$ cat src/link_tx_consts.svh
// constants for the serial link transmit controller
// assumes one 100 MHz core clock; included by bare name
`ifndef LINK_TX_CONSTS_SVH
`define LINK_TX_CONSTS_SVH
`define SYNC_LOW_MIN 2'd2
`define K28_5 8'hbc
`define K28_7 8'hfc
`define K28_3 8'h7c
`define D28_7 8'hfc
`define D28_3 8'h7c
`define ILA_K28_0 8'h1c
`define BIST_LEN 10'd512
`define PN_SEED 15'h0092
`define SIG_SEED 16'hffff
`define SCR_SEED 15'h7fff
`define FMT_TWOS 2'd0
`define FMT_OFFSET 2'd1
`define FMT_GRAY 2'd2
`define ILA_OFF 2'd0
`define MSB_SEL 13
`endif

$ cat src/link_tx_pkg.sv
// types for the serial link transmit controller
// assumes the constants header is included alongside
package link_tx_pkg;
  typedef struct packed {
    logic [7:0] octet;
    logic is_k;
  } symbol_s;
  typedef struct packed {
    logic [1:0] data_format;
    logic invert;
    logic scramble_en;
    logic lane_sync_en;
    logic [1:0] ila_mode;
    logic sync_cmos;
    logic pll_low_rate;
    logic bist_en;
    logic bist_pn_restart;
    logic [1:0] tail_bits;
  } link_cfg_s;
  typedef enum logic [1:0] {ST_IDLE, ST_CGS, ST_ILA, ST_DATA} link_state_e;
endpackage : link_tx_pkg

$ cat src/link_tx_ctrl.sv
// transmit link control: sync handshake, framing, replacement, self-test
// assumes sync pins are asynchronous; symbols go to an external 8b/10b
`timescale 1ns/10ps
`default_nettype none
`include "link_tx_consts.svh"
module link_tx_ctrl #(
  parameter int WIDTH = 14,
  parameter int DEPTH = 8,
  parameter int ILA_MULTIFRAMES = 4,
  parameter int FRAMES_PER_MF = 16
) (
  input wire logic CORE_CLK,
  input wire logic RESETN,
  input wire logic LINK_SYNC_REQUEST_POS,
  input wire logic LINK_SYNC_REQUEST_NEG,
  input wire link_tx_pkg::link_cfg_s CFG,
  input wire logic [WIDTH-1:0] SAMPLE,
  input wire logic SAMPLE_VALID,
  output logic SAMPLE_READY,
  output link_tx_pkg::symbol_s SYMBOL,
  output logic SYMBOL_VALID,
  output logic PLL_LOW_BW,
  output link_tx_pkg::link_state_e LINK_STATE,
  output logic BIST_BUSY,
  output logic [15:0] BIST_SIG_A,
  output logic [15:0] BIST_SIG_B
);
  import link_tx_pkg::*;
  localparam int FW = $clog2(FRAMES_PER_MF);
  localparam int IW = $clog2(ILA_MULTIFRAMES * FRAMES_PER_MF * 2 + 1);

  // two-stage synchronisers on both pin legs
  logic pos_s1, pos_s2, neg_s1, neg_s2;
  always_ff @(posedge CORE_CLK or negedge RESETN) begin
    if (!RESETN) begin
      pos_s1 <= 1'b1;
      pos_s2 <= 1'b1;
      neg_s1 <= 1'b0;
      neg_s2 <= 1'b0;
    end else begin
      pos_s1 <= LINK_SYNC_REQUEST_POS;
      pos_s2 <= pos_s1;
      neg_s1 <= LINK_SYNC_REQUEST_NEG;
      neg_s2 <= neg_s1;
    end
  end

  logic link_sync_request;
  assign link_sync_request = CFG.sync_cmos ? pos_s2 : (pos_s2 | ~neg_s2);

  assign PLL_LOW_BW = ~CFG.pll_low_rate;

  // self-test state
  logic [9:0] bist_cnt, next_bist_cnt;
  logic bist_run, next_bist_run, bist_en_d, next_bist_en_d;
  logic [14:0] pn, next_pn;
  logic [15:0] sig_a, sig_b, next_sig_a, next_sig_b;
  logic [15:0] next_bist_sig_a, next_bist_sig_b;

  // sample fifo
  logic [WIDTH-1:0] fifo_in, fifo_out;
  logic fifo_out_valid, fifo_out_ready;
  link_tx_fifo #(.WIDTH(WIDTH), .DEPTH(DEPTH)) u_fifo (
    .clk(CORE_CLK),
    .resetn(RESETN),
    .in_data(fifo_in),
    .in_valid(SAMPLE_VALID || bist_run),
    .in_ready(SAMPLE_READY),
    .out_data(fifo_out),
    .out_valid(fifo_out_valid),
    .out_ready(fifo_out_ready)
  );

  assign fifo_in = bist_run ? pn[WIDTH-1:0] : SAMPLE;

  always_comb begin
    next_bist_en_d = CFG.bist_en;
    next_bist_run = bist_run;
    next_bist_cnt = bist_cnt;
    next_pn = pn;
    next_sig_a = sig_a;
    next_sig_b = sig_b;
    next_bist_sig_a = BIST_SIG_A;
    next_bist_sig_b = BIST_SIG_B;
    if (CFG.bist_en && !bist_en_d) begin
      next_bist_run = 1'b1;
      next_bist_cnt = '0;
      next_sig_a = `SIG_SEED;
      next_sig_b = `SIG_SEED;
      if (CFG.bist_pn_restart) begin
        next_pn = `PN_SEED;
      end
    end else if (bist_run && SAMPLE_READY) begin
      next_pn = {pn[13:0], pn[14] ^ pn[13]};
      next_sig_a = {sig_a[14:0], sig_a[15] ^ sig_a[4] ^ sig_a[2] ^ sig_a[1]}
                   ^ {2'b00, pn[13:0]};
      next_sig_b = {sig_b[14:0], sig_b[15] ^ sig_b[4] ^ sig_b[2] ^ sig_b[1]}
                   ^ {2'b00, ~pn[13:0]};
      next_bist_cnt = bist_cnt + 1'b1;
      if (next_bist_cnt == `BIST_LEN) begin
        next_bist_run = 1'b0;
        next_bist_sig_a = next_sig_a;
        next_bist_sig_b = next_sig_b;
      end
    end
  end
  always_ff @(posedge CORE_CLK or negedge RESETN) begin
    if (!RESETN) begin
      bist_en_d <= 1'b0;
      bist_run <= 1'b0;
      bist_cnt <= '0;
      pn <= `PN_SEED;
      sig_a <= `SIG_SEED;
      sig_b <= `SIG_SEED;
      BIST_SIG_A <= '0;
      BIST_SIG_B <= '0;
    end else begin
      bist_en_d <= next_bist_en_d;
      bist_run <= next_bist_run;
      bist_cnt <= next_bist_cnt;
      pn <= next_pn;
      sig_a <= next_sig_a;
      sig_b <= next_sig_b;
      BIST_SIG_A <= next_bist_sig_a;
      BIST_SIG_B <= next_bist_sig_b;
    end
  end
  assign BIST_BUSY = bist_run;

  // formatting of the sample at the fifo output
  logic [WIDTH-1:0] fmt;
  always_comb begin
    fmt = fifo_out;
    case (CFG.data_format)
      `FMT_OFFSET: fmt = {~fifo_out[WIDTH-1], fifo_out[WIDTH-2:0]};
      `FMT_GRAY: begin
        fmt = {~fifo_out[WIDTH-1], fifo_out[WIDTH-2:0]};
        fmt = fmt ^ (fmt >> 1);
      end
      default: fmt = fifo_out;
    endcase
    if (CFG.invert) begin
      fmt = ~fmt;
    end
  end

  // link state machine and framer
  link_state_e state, next_state;
  logic [1:0] low_cnt, next_low_cnt;
  logic octet_sel, next_octet_sel;
  logic [7:0] second, next_second, prev_last, next_prev_last;
  logic [FW-1:0] frame_cnt, next_frame_cnt;
  logic [IW-1:0] ila_cnt, next_ila_cnt;
  logic [14:0] scr, next_scr;
  symbol_s next_symbol;
  logic next_symbol_valid;
  logic mf_end;
  logic [7:0] raw, scr_out;

  assign mf_end = (frame_cnt == FW'(FRAMES_PER_MF - 1));

  always_comb begin
    next_state = state;
    next_low_cnt = link_sync_request ? 2'd0
                 : ((low_cnt == `SYNC_LOW_MIN) ? low_cnt : low_cnt + 2'd1);
    next_octet_sel = octet_sel;
    next_second = second;
    next_prev_last = prev_last;
    next_frame_cnt = frame_cnt;
    next_ila_cnt = ila_cnt;
    next_scr = scr;
    next_symbol = SYMBOL;
    next_symbol_valid = 1'b1;
    fifo_out_ready = 1'b0;
    raw = '0;
    scr_out = '0;
    case (state)
      ST_IDLE: begin
        next_symbol = '{octet: `K28_5, is_k: 1'b1};
        if (next_low_cnt == `SYNC_LOW_MIN) begin
          next_state = ST_CGS;
        end
      end
      ST_CGS: begin
        next_symbol = '{octet: `K28_5, is_k: 1'b1};
        next_octet_sel = 1'b0;
        next_frame_cnt = '0;
        next_ila_cnt = '0;
        next_scr = `SCR_SEED;
        // release leads to alignment or data
        if (link_sync_request) begin
          next_state = (CFG.ila_mode != `ILA_OFF) ? ST_ILA : ST_DATA;
        end
      end
      ST_ILA: begin
        // alignment starts on a frame boundary
        next_symbol = '{octet: `ILA_K28_0, is_k: 1'b1};
        if (ila_cnt == '0) begin
          next_symbol = '{octet: `ILA_K28_0, is_k: 1'b1};
        end else if (ila_cnt[IW-1:0] ==
                     IW'(ILA_MULTIFRAMES * FRAMES_PER_MF * 2 - 1)) begin
          next_symbol = '{octet: `K28_3, is_k: 1'b1};
        end else if (ila_cnt[$clog2(FRAMES_PER_MF * 2)-1:0] ==
                     '1) begin
          next_symbol = '{octet: `K28_3, is_k: 1'b1};
        end else begin
          next_symbol = '{octet: 8'(ila_cnt), is_k: 1'b0};
        end
        next_ila_cnt = ila_cnt + 1'b1;
        if (ila_cnt == IW'(ILA_MULTIFRAMES * FRAMES_PER_MF * 2 - 1)) begin
          next_state = ST_DATA;
        end
      end
      ST_DATA: begin
        if (!octet_sel) begin
          // first data octet opens a frame
          next_symbol_valid = fifo_out_valid;
          fifo_out_ready = 1'b1;
          raw = fmt[`MSB_SEL -: 8];
          next_second = {fmt[5:0], CFG.tail_bits};
          next_octet_sel = fifo_out_valid;
        end else begin
          raw = second;
          next_octet_sel = 1'b0;
        end
        scr_out = raw;
        if (CFG.scramble_en) begin
          for (int i = 7; i >= 0; i--) begin
            scr_out[i] = raw[i] ^ next_scr[13] ^ next_scr[14];
            next_scr = {next_scr[13:0], scr_out[i]};
          end
        end
        next_symbol = '{octet: scr_out, is_k: 1'b0};
        if (octet_sel) begin
          next_prev_last = scr_out;
          next_frame_cnt = mf_end ? '0 : frame_cnt + 1'b1;
          if (!CFG.scramble_en && scr_out == prev_last) begin
            next_symbol = '{octet: (CFG.lane_sync_en && mf_end) ? `K28_3
                                   : `K28_7, is_k: 1'b1};
          end else if (CFG.scramble_en && CFG.lane_sync_en && mf_end
                       && scr_out == `D28_3) begin
            next_symbol = '{octet: `K28_3, is_k: 1'b1};
          end else if (CFG.scramble_en && scr_out == `D28_7) begin
            next_symbol = '{octet: `K28_7, is_k: 1'b1};
          end
        end
        if (!next_symbol_valid) begin
          next_symbol = SYMBOL;
          next_scr = scr;
        end
      end
      default: next_state = ST_IDLE;
    endcase
    if (state != ST_CGS && state != ST_IDLE
        && next_low_cnt == `SYNC_LOW_MIN) begin
      next_state = ST_CGS;
      next_symbol = '{octet: `K28_5, is_k: 1'b1};
      next_symbol_valid = 1'b1;
      next_octet_sel = 1'b0;
    end
  end

  always_ff @(posedge CORE_CLK or negedge RESETN) begin
    if (!RESETN) begin
      state <= ST_IDLE;
      low_cnt <= '0;
      octet_sel <= 1'b0;
      second <= '0;
      prev_last <= '0;
      frame_cnt <= '0;
      ila_cnt <= '0;
      scr <= `SCR_SEED;
      SYMBOL <= '{octet: `K28_5, is_k: 1'b1};
      SYMBOL_VALID <= 1'b0;
    end else begin
      state <= next_state;
      low_cnt <= next_low_cnt;
      octet_sel <= next_octet_sel;
      second <= next_second;
      prev_last <= next_prev_last;
      frame_cnt <= next_frame_cnt;
      ila_cnt <= next_ila_cnt;
      scr <= next_scr;
      SYMBOL <= next_symbol;
      SYMBOL_VALID <= next_symbol_valid;
    end
  end
  assign LINK_STATE = state;
endmodule : link_tx_ctrl
`default_nettype wire

$ cat src/link_tx_fifo.sv
// sample fifo between converter core and link framer
// assumes a single clock and active low asynchronous reset
`timescale 1ns/10ps
`default_nettype none
module link_tx_fifo #(
  parameter int WIDTH = 14,
  parameter int DEPTH = 8
) (
  input wire logic clk,
  input wire logic resetn,
  input wire logic [WIDTH-1:0] in_data,
  input wire logic in_valid,
  output logic in_ready,
  output logic [WIDTH-1:0] out_data,
  output logic out_valid,
  input wire logic out_ready
);
  localparam int AW = $clog2(DEPTH);
  logic [WIDTH-1:0] mem [DEPTH];
  logic [AW-1:0] wr_ptr, rd_ptr, next_wr_ptr, next_rd_ptr;
  logic [AW:0] count, next_count;
  logic push, pop;
  always_comb begin
    in_ready = (count != (AW+1)'(DEPTH));
    out_valid = (count != '0);
    out_data = mem[rd_ptr];
    push = in_valid && in_ready;
    pop = out_valid && out_ready;
    next_wr_ptr = push ? ((wr_ptr == AW'(DEPTH-1)) ? '0 : wr_ptr + 1'b1)
                       : wr_ptr;
    next_rd_ptr = pop ? ((rd_ptr == AW'(DEPTH-1)) ? '0 : rd_ptr + 1'b1)
                      : rd_ptr;
    next_count = count + (AW+1)'(push) - (AW+1)'(pop);
  end
  always_ff @(posedge clk or negedge resetn) begin
    if (!resetn) begin
      wr_ptr <= '0;
      rd_ptr <= '0;
      count <= '0;
    end else begin
      wr_ptr <= next_wr_ptr;
      rd_ptr <= next_rd_ptr;
      count <= next_count;
    end
  end
  always_ff @(posedge clk) begin
    if (push) begin
      mem[wr_ptr] <= in_data;
    end
  end
endmodule : link_tx_fifo
`default_nettype wire

$ cat config.mk
export PLATFORM = sky130hd
export DESIGN_NAME = link_tx_ctrl
export DESIGN_NICKNAME = d
export VERILOG_FILES = /design/src/link_tx_pkg.sv /design/src/link_tx_ctrl.sv /design/src/link_tx_fifo.sv
export VERILOG_INCLUDE_DIRS = /design/src
export SDC_FILE = /design/constraint.sdc
export NUM_CORES = 1
export LEC_CHECK = 0
export ABC_CLOCK_PERIOD_IN_PS = 6700
export BUFFER_PORTS_ARGS = -buffer_cell sky130_fd_sc_hd__buf_2
export CAP_MARGIN = 20
export CORE_ASPECT_RATIO = 0.8
export CORE_MARGIN = 5
export CORE_UTILIZATION = 30
export CTS_CLUSTER_DIAMETER = 100
export DETAILED_ROUTE_END_ITERATION = 10
export PLACE_DENSITY_LB_ADDON = 0.1
export SYNTH_ARGS = -nofsm -noshare
export SYNTH_HDL_FRONTEND = slang
export SYNTH_HIERARCHICAL = 1
export SYNTH_SLANG_ARGS = --single-unit
$ cat constraint.sdc
create_clock -name CORE_CLK -period 6.7 [get_ports CORE_CLK]
set_input_delay 0.335 -clock CORE_CLK [delete_from_list [all_inputs] [get_ports CORE_CLK]]
set_output_delay 0.335 -clock CORE_CLK [all_outputs]
set_load 0.005 [all_outputs]
# After elaboration in Yosys (flattened, before gate mapping)

Memory sizes are Yosys's and may differ from the RTL's.
Index checks and enable logic that the tools add are counted.

Flip-flop bits (word level): 163
Bits in latches: 0
RAM bits: 112
ROM bits: 0
Input port bits: 32
Memories kept: 1

Memory list:

| memory     | words | bits a word | read ports | clocked after Yosys merged registers in | wr ports | RTL line           | text |
|---|---|---|---|---|---|---|---|
| u_fifo.mem | 8     | 14          | 1          | 0                                       | 1        | link_tx_fifo.sv:19 | `logic [WIDTH-1:0] mem [DEPTH];` |

Add/sub/neg operators: 8
Multiply operators: 0
Div/mod/pow operators: 0
Order comparisons: 0
Eq/ne operators: 26
Shifts and indexed selects: 0
Multiplexer cells: 59
Bitwise logic cells: 34
Reduce and logical (&&, ||, !) cells: 35

Operators by type and width:

| cell                                                | count |
|---|---|
| 2-to-1 mux 9 bit                                    | 9 |
| 2-to-1 mux 15 bit                                   | 5 |
| 2-to-1 mux 16 bit                                   | 4 |
| 2-to-1 mux 8 bit                                    | 5 |
| bitwise XOR 16 x 14 -> 16 bit                       | 2 |
| one-hot mux 15 bit (2 select lines)                 | 1 |
| 2-to-1 mux 14 bit                                   | 2 |
| inverter 14 bit                                     | 2 |
| one-hot mux 14 bit (2 select lines)                 | 1 |
| one-hot mux 9 bit (3 select lines)                  | 1 |
| bitwise XOR 1 bit                                   | 23 |
| 2-to-1 mux 10 bit                                   | 2 |
| equality test 8 x 7 -> 1 bit, second input constant | 2 |
| one-hot mux 8 bit (2 select lines)                  | 1 |
| 2-to-1 mux 1 bit                                    | 15 |
| bitwise XOR 14 x 13 -> 14 bit                       | 1 |
| logical AND 1 bit                                   | 12 |
| 2-to-1 mux 2 bit                                    | 6 |
| inequality test 3 bit, second input constant        | 4 |
| nonzero test 2 bit                                  | 6 |
| adder 10 x 1 -> 10 bit, second input constant       | 1 |
| equality test 10 bit, second input constant         | 1 |
| equality test 2 bit, second input constant          | 5 |
| AND reduction 2 bit                                 | 5 |
| other kinds (31)                                    | 46 |

# Depth between registers and ports, before layout

Gate-level depths: netlist of the first run.
An unclocked memory read counts as a cell.

Word-level depth: 21
Depth in mapped cells: 13
Mapped depth without buffers: 11

# Modules after synthesis

Netlist of the first run, hierarchy kept.

Modules (own cells, without submodules):

| module       | times used | cells an instance | area each (um^2) | sequential area each (um^2) |
|---|---|---|---|---|
| link_tx_ctrl | 1          | 817               | 7982.7           | 3901.2 |
| link_tx_fifo | 1          | 218               | 4924.7           | 3613.5 |

# Worst setup path after synthesis of the first run

Ideal clock, no wire load.

Kind: flip-flop to flip-flop
From: register u_fifo.rd_ptr[0]
To: register SYMBOL[8] (netlist bit)
Data arrival time: 3.384 ns
Data required time: 6.628 ns
Setup slack: 3.244 ns
Cell stages (with the launch flop): 13
Path buffers: 1
Period minus slack after synthesis: 3.456 ns
Path through: dfrtp_1 buf_6 mux4_1 mux2_2 nor4bb_1 o31a_1 o31ai_2 xnor2_1 xnor2_1 nand3_1 or4_4 mux2i_1 o21ai_1

Elaborated cells between the ends (all ways): 39
Those cells by class: eq/ne (3); mux (13); bitwise (19); reduce/logical (3); memory (1)

RTL lines:

| element                               | RTL line            | text |
|---|---|---|
| start: declaration                    | link_tx_fifo.sv:20  | `logic [AW-1:0] wr_ptr, rd_ptr, next_wr_ptr, next_rd_ptr;` |
| start signal: assignment              | link_tx_fifo.sv:42  | `rd_ptr <= next_rd_ptr;` |
| memory read (8 x 14 bit) *            | n/a                 |  |
| named net fifo_out[9]                 | link_tx_ctrl.sv:61  | `logic [WIDTH-1:0] fifo_in, fifo_out;` |
| bitwise XOR 14 x 13 -> 14 bit         | link_tx_ctrl.sv:138 | `fmt = fmt ^ (fmt >> 1);` |
| one-hot mux 14 bit (2 select lines) * | link_tx_ctrl.sv:134 | `case (CFG.data_format)` |
| inverter 14 bit                       | link_tx_ctrl.sv:143 | `fmt = ~fmt;` |
| 2-to-1 mux 14 bit *                   | link_tx_ctrl.sv:142 | `if (CFG.invert) begin` |
| 2-to-1 mux 8 bit *                    | link_tx_ctrl.sv:215 | `if (!octet_sel) begin` |
| 2-to-1 mux 8 bit *                    | link_tx_ctrl.sv:177 | `case (state)` |
| (+5 left out)                         | n/a                 |  |
| logical AND 1 bit (no source line)    | n/a                 |  |
| 2-to-1 mux 9 bit                      | link_tx_ctrl.sv:243 | `` end else if (CFG.scramble_en && scr_out == `D28_7) begin `` |
| 2-to-1 mux 9 bit                      | link_tx_ctrl.sv:240 | `end else if (CFG.scramble_en && CFG.lane_sync_en && mf_end` |
| 2-to-1 mux 9 bit *                    | link_tx_ctrl.sv:237 | `if (!CFG.scramble_en && scr_out == prev_last) begin` |
| 2-to-1 mux 9 bit *                    | link_tx_ctrl.sv:234 | `if (octet_sel) begin` |
| 2-to-1 mux 9 bit *                    | link_tx_ctrl.sv:247 | `if (!next_symbol_valid) begin` |
| one-hot mux 9 bit (3 select lines) *  | link_tx_ctrl.sv:177 |  |
| 2-to-1 mux 9 bit *                    | link_tx_ctrl.sv:254 | `if (state != ST_CGS && state != ST_IDLE` |
| end signal: assignment                | link_tx_ctrl.sv:273 | `` SYMBOL <= '{octet: `K28_5, is_k: 1'b1}; `` |
| end signal: assignment                | link_tx_ctrl.sv:284 | `SYMBOL <= next_symbol;` |
| end: declaration                      | link_tx_ctrl.sv:20  | `output link_tx_pkg::symbol_s SYMBOL,` |

Mark *: on every way through the listed nets, which the timed path passes. The rest lies on a longest branch. The select of a mux whose other input is x is not followed.
A chain may end at the register's enable or synchronous reset.

# Worst setup path after layout of the first run

Ends and elaborated chain as after synthesis.

==> results.yml, run 1 <==
global_routing:
  overflow: 0
  antenna_found_initial: 0
  grt_pass1_wl_um: 52300
  grt_util_all_layers: 0.140
  grt_pass1_vias: 8406
  grt_start_max_net_pins: 94
cts:
  cts_buffer_depth: 3
  postCtsSetupBuffers: 0
  cts_buffers: 34
  cts_resized: 0
  htree_levels: 2
  cts.sinks: 275
  clk_latency_ns: 0.53
  cts-root-buf: "clkbuf_16"
  cts_tree: "yes"
  hold_buffers: 6
  clk_pin_slew_ns: 0.06
finish:
  antenna_cells: 0
  layout_common_cells: "nand2_1 (134), edfxtp_1 (112), dfrtp_1 (105)"
  register_area_sq_um: 7510
  layout-drive-gt1-share: 0.234
  area_growth_syn_to_layout_pct: 16.6
  multi_input_area_sq_um: 5110
  nets: 1176
  final_common_cell: "nand2_1"
  fillers: 4278
yosys:
  synth_flop_cell: "edfxtp_1"
  yosysUniqueCellTypes: 68
  synth_nets: 1091
  postSynth.asyncResetShare: 0.593
  ys_warn_count: 6
  synth_edf_count: 112
  synth-seq-cells: 275
  seq_area_frac_synth: 0.582
  synth_area_sq_um: 12900
  synth.avg_cell_area_sq_um: 12.5
  syn_inst: 1035
floorplan:
  ios: 79
  coreArea_sq_um: 42900
  die_w_um: 242
  die_area_sq_um: 47300
  start_util: 0.301
  num_rows: 68
  die_h_um: 196
place:
  dp_hpwl_um: 21700
  gp_congestion: 0.737
  portBuffers: 78
routing:
  detail-route-antenna-nets: 0
  wl_per_cell_um: 19.3
  vias: 8233
  drcViolationCount: 0
  drtIter0Drc: 545
  drt_pass1_iterations: 6
  avgViaCountPerCell: 4.83
  routed_wl_um: 32900
setup_path:
  crit_fanout: 23
  cp-start-kind: "flip-flop"
  reg2reg_depth: 12
  crit_required_ns: 7.15
  ff2ff_setup_slack_ns: 2.40
  r2r_end: "SYMBOL[8]"
  path_class: "flip-flop to flip-flop"
  worstSetupEndpoint: "SYMBOL[8]"
  timing.rr.start: "u_fifo/rd_ptr[0]"
  worstSetupStartpoint: "u_fifo/rd_ptr[0]"
  worstPathArrival_ns: 4.75
  cp-end-kind: "flip-flop"
outcome:
  status: "completed"
sta:
  drv_slew: 0
  slew_headroom: 0.319
  min_period_ns: 4.30
  finalCritPeriodShare: 0.642
  final_hold_viol_count: 0
  rsz0062_at_grt: "false"
  fin_tns_setup_ns: 0
  fmax_ghz: 0.232
  fin_skew_ns: 0.0203
  worst_pin_slew_ns: 1.02
  setup_violations: 0
  whs_ns: 0.123
pwr:
  ir_drop_uv: 198
  p_leak_nw: 6.07
  powerDensity_nw_per_um2: 507
flow_run:
  drv_cap: 0
hold_path:
  hold_class: "input port to flip-flop"
[worst max-delay path: stages (launching register included)]
cell,delay [ns]
dfrtp_1,0.64
buf_4,0.45
mux4_1,0.59
mux2_2,0.34
nor4bb_1,0.37
a2111o_1,0.16
nand3_1,0.15
xnor2_1,0.42
o21a_1,0.16
nand3_1,0.10
or4_4,0.54
mux2i_1,0.13
o21ai_1,0.14
[worst min path at each step]
stage	start	to	slack, ns	cells past startpoint
after CTS	CFG[7]	LINK_STATE[0]	0.1	4
final	CFG[7]	LINK_STATE[0]	0.12	4
after detailed placement	neg_s1	neg_s2	0.34	0
after global routing	CFG[7]	LINK_STATE[0]	0.14	4
after floorplan	RESETN	BIST_BUSY	0.04	0
after global placement	neg_s1	neg_s2	0.34	0
[through the flow]
step	cell area, sq um	power [mW]	util	worst slack [ns]	cells
2_1_floorplan	12900	5.01	-	3.24	1035
3_3_place_gp	13900	5.94	0.325	2.48	1638
3_5_place_dp	13900	5.95	0.325	2.39	1638
4_1_cts	15000	7.76	0.351	2.35	1706
5_1_grt	15000	8.19	0.351	2.07	1706
6_report	15000	7.63	0.351	2.40	1706
[where the power goes]
part	internal, mW	total (mW)	switching, mW	leakage (nW)
logic	1.23	2.88	1.65	2.53
registers	2.55	3.00	0.450	3.02
clock network	1.02	1.74	0.724	0.514
[registers in the layout, summed over array words and instances (netlist names), 4 cells and up]
signal and cells:
sig_b 16, SYMBOL 9, frame_cnt 4, u_fifo/mem 112, BIST_SIG_A 16, pn 15
bist_cnt 10, ila_cnt 8, prev_last 8, BIST_SIG_B 16, scr 15, u_fifo/count 4
second 8, sig_a 16
[kinds of logic after synthesis]
family,synth area share
AO/OA/AOI/OAI,0.0871
XOR/XNOR,0.0587
adder cells (fa/ha/maj),0.0238
buffers and inverters,0.0260
flip-flops,0.582
multiplexers,0.110
AND/OR/NAND/NOR,0.112
[cell usage after synthesis, types with 4 or more instances]
cell type / n / area share
dfstp_2: 58 / 0.12
edfxtp_1: 112 / 0.26
or3_1: 5 / 0.0024
nand2_1: 134 / 0.039
and2_1: 4 / 0.0019
nor4_1: 4 / 0.0019
a32oi_1: 4 / 0.0027
mux2_2: 53 / 0.046
a31oi_1: 6 / 0.0029
o211ai_1: 15 / 0.0087
mux4_1: 27 / 0.055
buf_2: 6 / 0.0023
inv_1: 28 / 0.0081
nor3b_1: 5 / 0.0029
a22oi_1: 12 / 0.0070
nor3_1: 14 / 0.0054
ha_1: 23 / 0.022
o22ai_1: 6 / 0.0029
nand2b_1: 12 / 0.0058
o21ai_0: 46 / 0.018
nand4_1: 5 / 0.0024
nor2_1: 62 / 0.018
nand3_1: 37 / 0.014
xor2_1: 31 / 0.021
buf_6: 4 / 0.0035
a22o_1: 12 / 0.0081
mux2i_1: 9 / 0.0070
a21oi_1: 41 / 0.016
o21a_1: 5 / 0.0029
dfrtp_1: 105 / 0.20
clkbuf_1: 35 / 0.010
o31ai_1: 4 / 0.0023
nor2b_1: 5 / 0.0024
xnor2_1: 53 / 0.036
[routing by layer]
| layer | up-vias | share of wire | global-route usage |
|---|---|---|---|
| met4 | 0 | 0.019 | 0.0351 |
| met5 | - | 0 | 0 |
| met2 | 109 | 0.43 | 0.206 |
| li1 | 3948 | - | - |
| met1 | 4134 | 0.52 | 0.214 |
| met3 | 42 | 0.033 | 0.0242 |
[layout make-up]
class | count | area share
clock buffer | 49 | 0.0624
clock inverter | 13 | 0.00748
inverter | 30 | 0.00748
multi-input combinational | 681 | 0.339
sequential | 275 | 0.499
tap | 560 | 0.0466
timing repair buffer | 98 | 0.0373
No activity file was read; power rests on OpenSTA's default activity.
==> run 2: changes to the inputs <==
--- a/config.mk
+++ b/config.mk
@@ -6,7 +6,8 @@
 export SDC_FILE = /design/constraint.sdc
 export NUM_CORES = 1
 export LEC_CHECK = 0
-export ABC_CLOCK_PERIOD_IN_PS = 6700
+export ABC_AREA = 1
+export ABC_CLOCK_PERIOD_IN_PS = 3700
 export BUFFER_PORTS_ARGS = -buffer_cell sky130_fd_sc_hd__buf_2
 export CAP_MARGIN = 20
 export CORE_ASPECT_RATIO = 0.8
==> constraint.sdc (replaced) <==
create_clock -name CORE_CLK -period 3.7 [get_ports CORE_CLK]
set_input_delay 0.185 -clock CORE_CLK [delete_from_list [all_inputs] [get_ports CORE_CLK]]
set_output_delay 0.185 -clock CORE_CLK [all_outputs]
set_load 0.005 [all_outputs]
==> run 2 against run 1 <==
Effect of this change:
- cell area is 5.0% higher
- power is 69% higher
- sequential power is 59% higher
- flip-flop and latch count stayed put
- non-clock buffer count is 21 higher
- global-route usage is 0.44 points higher
- cell count is 31% higher
- register-to-register slack worse by 1.8 ns
- setup slack worse by 1.8 ns
- utilization is 0.29 points higher
- largest power group is now combinational cells
- highest routed layer unchanged
==> results.yml, run 2 <==
outcome:
  status: "completed"
cts:
  cts_resized: 0
  cts_tree: "yes"
  clk_latency_ns: 0.58
  cts_buffer_depth: 3
  cts_buffers: 31
  postCtsSetupBuffers: 0
  clk_pin_slew_ns: 0.06
  cts-root-buf: "clkbuf_16"
  cts.sinks: 275
  hold_buffers: 11
  htree_levels: 1
yosys:
  synth_most_common_cell: "nand2_1"
  synth_nets: 1571
  yosysUniqueCellTypes: 49
  seq_area_frac_synth: 0.552
  synth_area_sq_um: 13600
  syn_inst: 1515
  synth.avg_cell_area_sq_um: 8.98
  synthTopCellsByArea: "edfxtp_1 (25%), dfrtp_1 (19%), nand2_1 (12%)"
  postSynth.asyncResetShare: 0.593
  synth-seq-cells: 275
  synth_edf_count: 112
  synth_top_area_share: 0.247
  yosysTopAreaCell: "edfxtp_1"
  synth_flop_cell: "edfxtp_1"
  ys_top_cells_by_count: "nand2_1 (422), inv_1 (226), nand3_1 (114)"
  ys_warn_count: 6
finish:
  final_common_cell: "nand2_1"
  fillers: 4689
  layout-drive-gt1-share: 0.173
  regMostFlops: "u_fifo/mem"
  antenna_cells: 0
  layout_common_cells: "nand2_1 (422), inv_1 (226), nand3_1 (114)"
  nets: 1670
  largest_reg_flops: 112
  area_growth_syn_to_layout_pct: 16.1
  fin_area_sq_um: 15800
place:
  placed_area_sq_um: 14700
  portBuffers: 78
  dp_hpwl_um: 24000
  gp_congestion: 0.768
setup_path:
  worst_path_largest_cell_delay_ns: 0.45
  r2r_end: "SYMBOL[2]"
  path_class: "flip-flop to flip-flop"
  cp-end-kind: "flip-flop"
  crit_fanout: 34
  ff2ff_setup_slack_ns: 0.58
  reg2reg_depth: 28
  cp_common_cell: "nand2_1"
  timing.rr.start: "u_fifo/rd_ptr[0]"
  cp_slowest_cell: "inv_2"
  worstPathArrival_ns: 3.59
  crit_required_ns: 4.17
  cp-start-kind: "flip-flop"
hold_path:
  hp-start: "CFG[2]"
  hold_path_depth: 5
  hold_end: "pn[14]"
  hold_class: "input port to flip-flop"
sta:
  finalCritPeriodShare: 0.843
  drv_slew: 0
  min_period_ns: 3.12
  fmax_ghz: 0.321
  worst_pin_slew_ns: 0.984
  setup_violations: 0
  fin_tns_setup_ns: 0
  fin_skew_ns: 0.0155
  slew_headroom: 0.337
  final_hold_viol_count: 0
  rsz0062_at_grt: "false"
global_routing:
  overflow: 0
  antenna_found_initial: 0
  met3_usage: 0.0261
  use_met1: 0.226
  grt_pass1_vias: 10000
  top_usage_layer: "met1"
  met2_usage: 0.211
  grt_pass1_wl_um: 57600
  grt_util_all_layers: 0.144
  grt_start_max_net_pins: 103
flow_run:
  drv_cap: 0
floorplan:
  die_area_sq_um: 49800
  die_h_um: 201
  num_rows: 69
  start_util: 0.305
  coreArea_sq_um: 44600
  ios: 79
  die_w_um: 248
routing:
  drcViolationCount: 0
  wl_per_cell_um: 15.8
  routed_wl_um: 35500
  vias: 9909
  drtIter0Drc: 601
  detail-route-antenna-nets: 0
  avgViaCountPerCell: 4.42
  drt_pass1_iterations: 5
pwr:
  ir_drop_uv: 380
  p_leak_nw: 7.37
  powerDensity_nw_per_um2: 815
## run 2: worst max-delay path, delay by kind of cell (launching register included)
kind | cells | cell delay (ns)
simple gates | 26 | 2.07
buf+inv | 2 | 0.49
flops | 1 | 0.41
## run 2: cells by family (layout without fill, tap and decap cells)
group	count (synthesis)	count (layout)	synth area share
mux	4	4	0.00331
simple gates	665	665	0.208
buf+inv	292	416	0.0901
fa+ha+maj	24	24	0.0226
compound gates	193	193	0.0835
flops	275	275	0.552
xor+xnor	62	62	0.0399
## run 2: how the worst max path moves through the flow
stage / startpoint / end / slack, ns / cells after the start
2_1_floorplan: u_fifo/rd_ptr[1] / SYMBOL[1] / 1.21 / 28
3_3_place_gp: u_fifo/rd_ptr[0] / SYMBOL[1] / 0.57 / 28
3_5_place_dp: u_fifo/rd_ptr[0] / SYMBOL[2] / 0.54 / 28
4_1_cts: u_fifo/rd_ptr[0] / SYMBOL[2] / 0.51 / 28
5_1_grt: u_fifo/rd_ptr[0] / SYMBOL[2] / 0.03 / 28
6_report: u_fifo/rd_ptr[0] / SYMBOL[2] / 0.58 / 28
## run 2: final cells by class
cell class	count	area (sq um)	area share
sequential	275	7510	0.476
multi-input combinational	948	4910	0.311
inverter	239	897	0.0568
clock buffer	44	855	0.0541
timing repair buffer	119	757	0.0479
tap	603	754	0.0478
clock inverter	14	106	0.00673
## run 2: routing by layer
metal | share of wire | vias up | wire [um]
met4 | 0.015 | 0 | 538
met3 | 0.047 | 37 | 1680
met1 | 0.52 | 4665 | 18600
met2 | 0.41 | 152 | 14700
li1 | - | 5055 | -
met5 | 0 | - | 0
## run 2: report_power, final
part           switching [mW]  total, mW  internal (mW)
logic                    3.49       5.16           1.67
clock network            1.26       2.94           1.67
registers               0.473       4.78           4.31
total                    5.23       12.9           7.65
## run 2: stage by stage
step                power [mW]  setup WS, ns  hold WS (ns)   util  std cells
floorplan                 8.39          1.21        -0.111      -       1515
finish                    12.9         0.581         0.119  0.354       2242
global route              14.0        0.0273         0.119  0.354       2242
detailed placement        10.1         0.539         0.225  0.330       2171
global placement          10.0         0.572         0.223  0.330       2171
CTS                       13.1         0.514        0.0891  0.354       2240
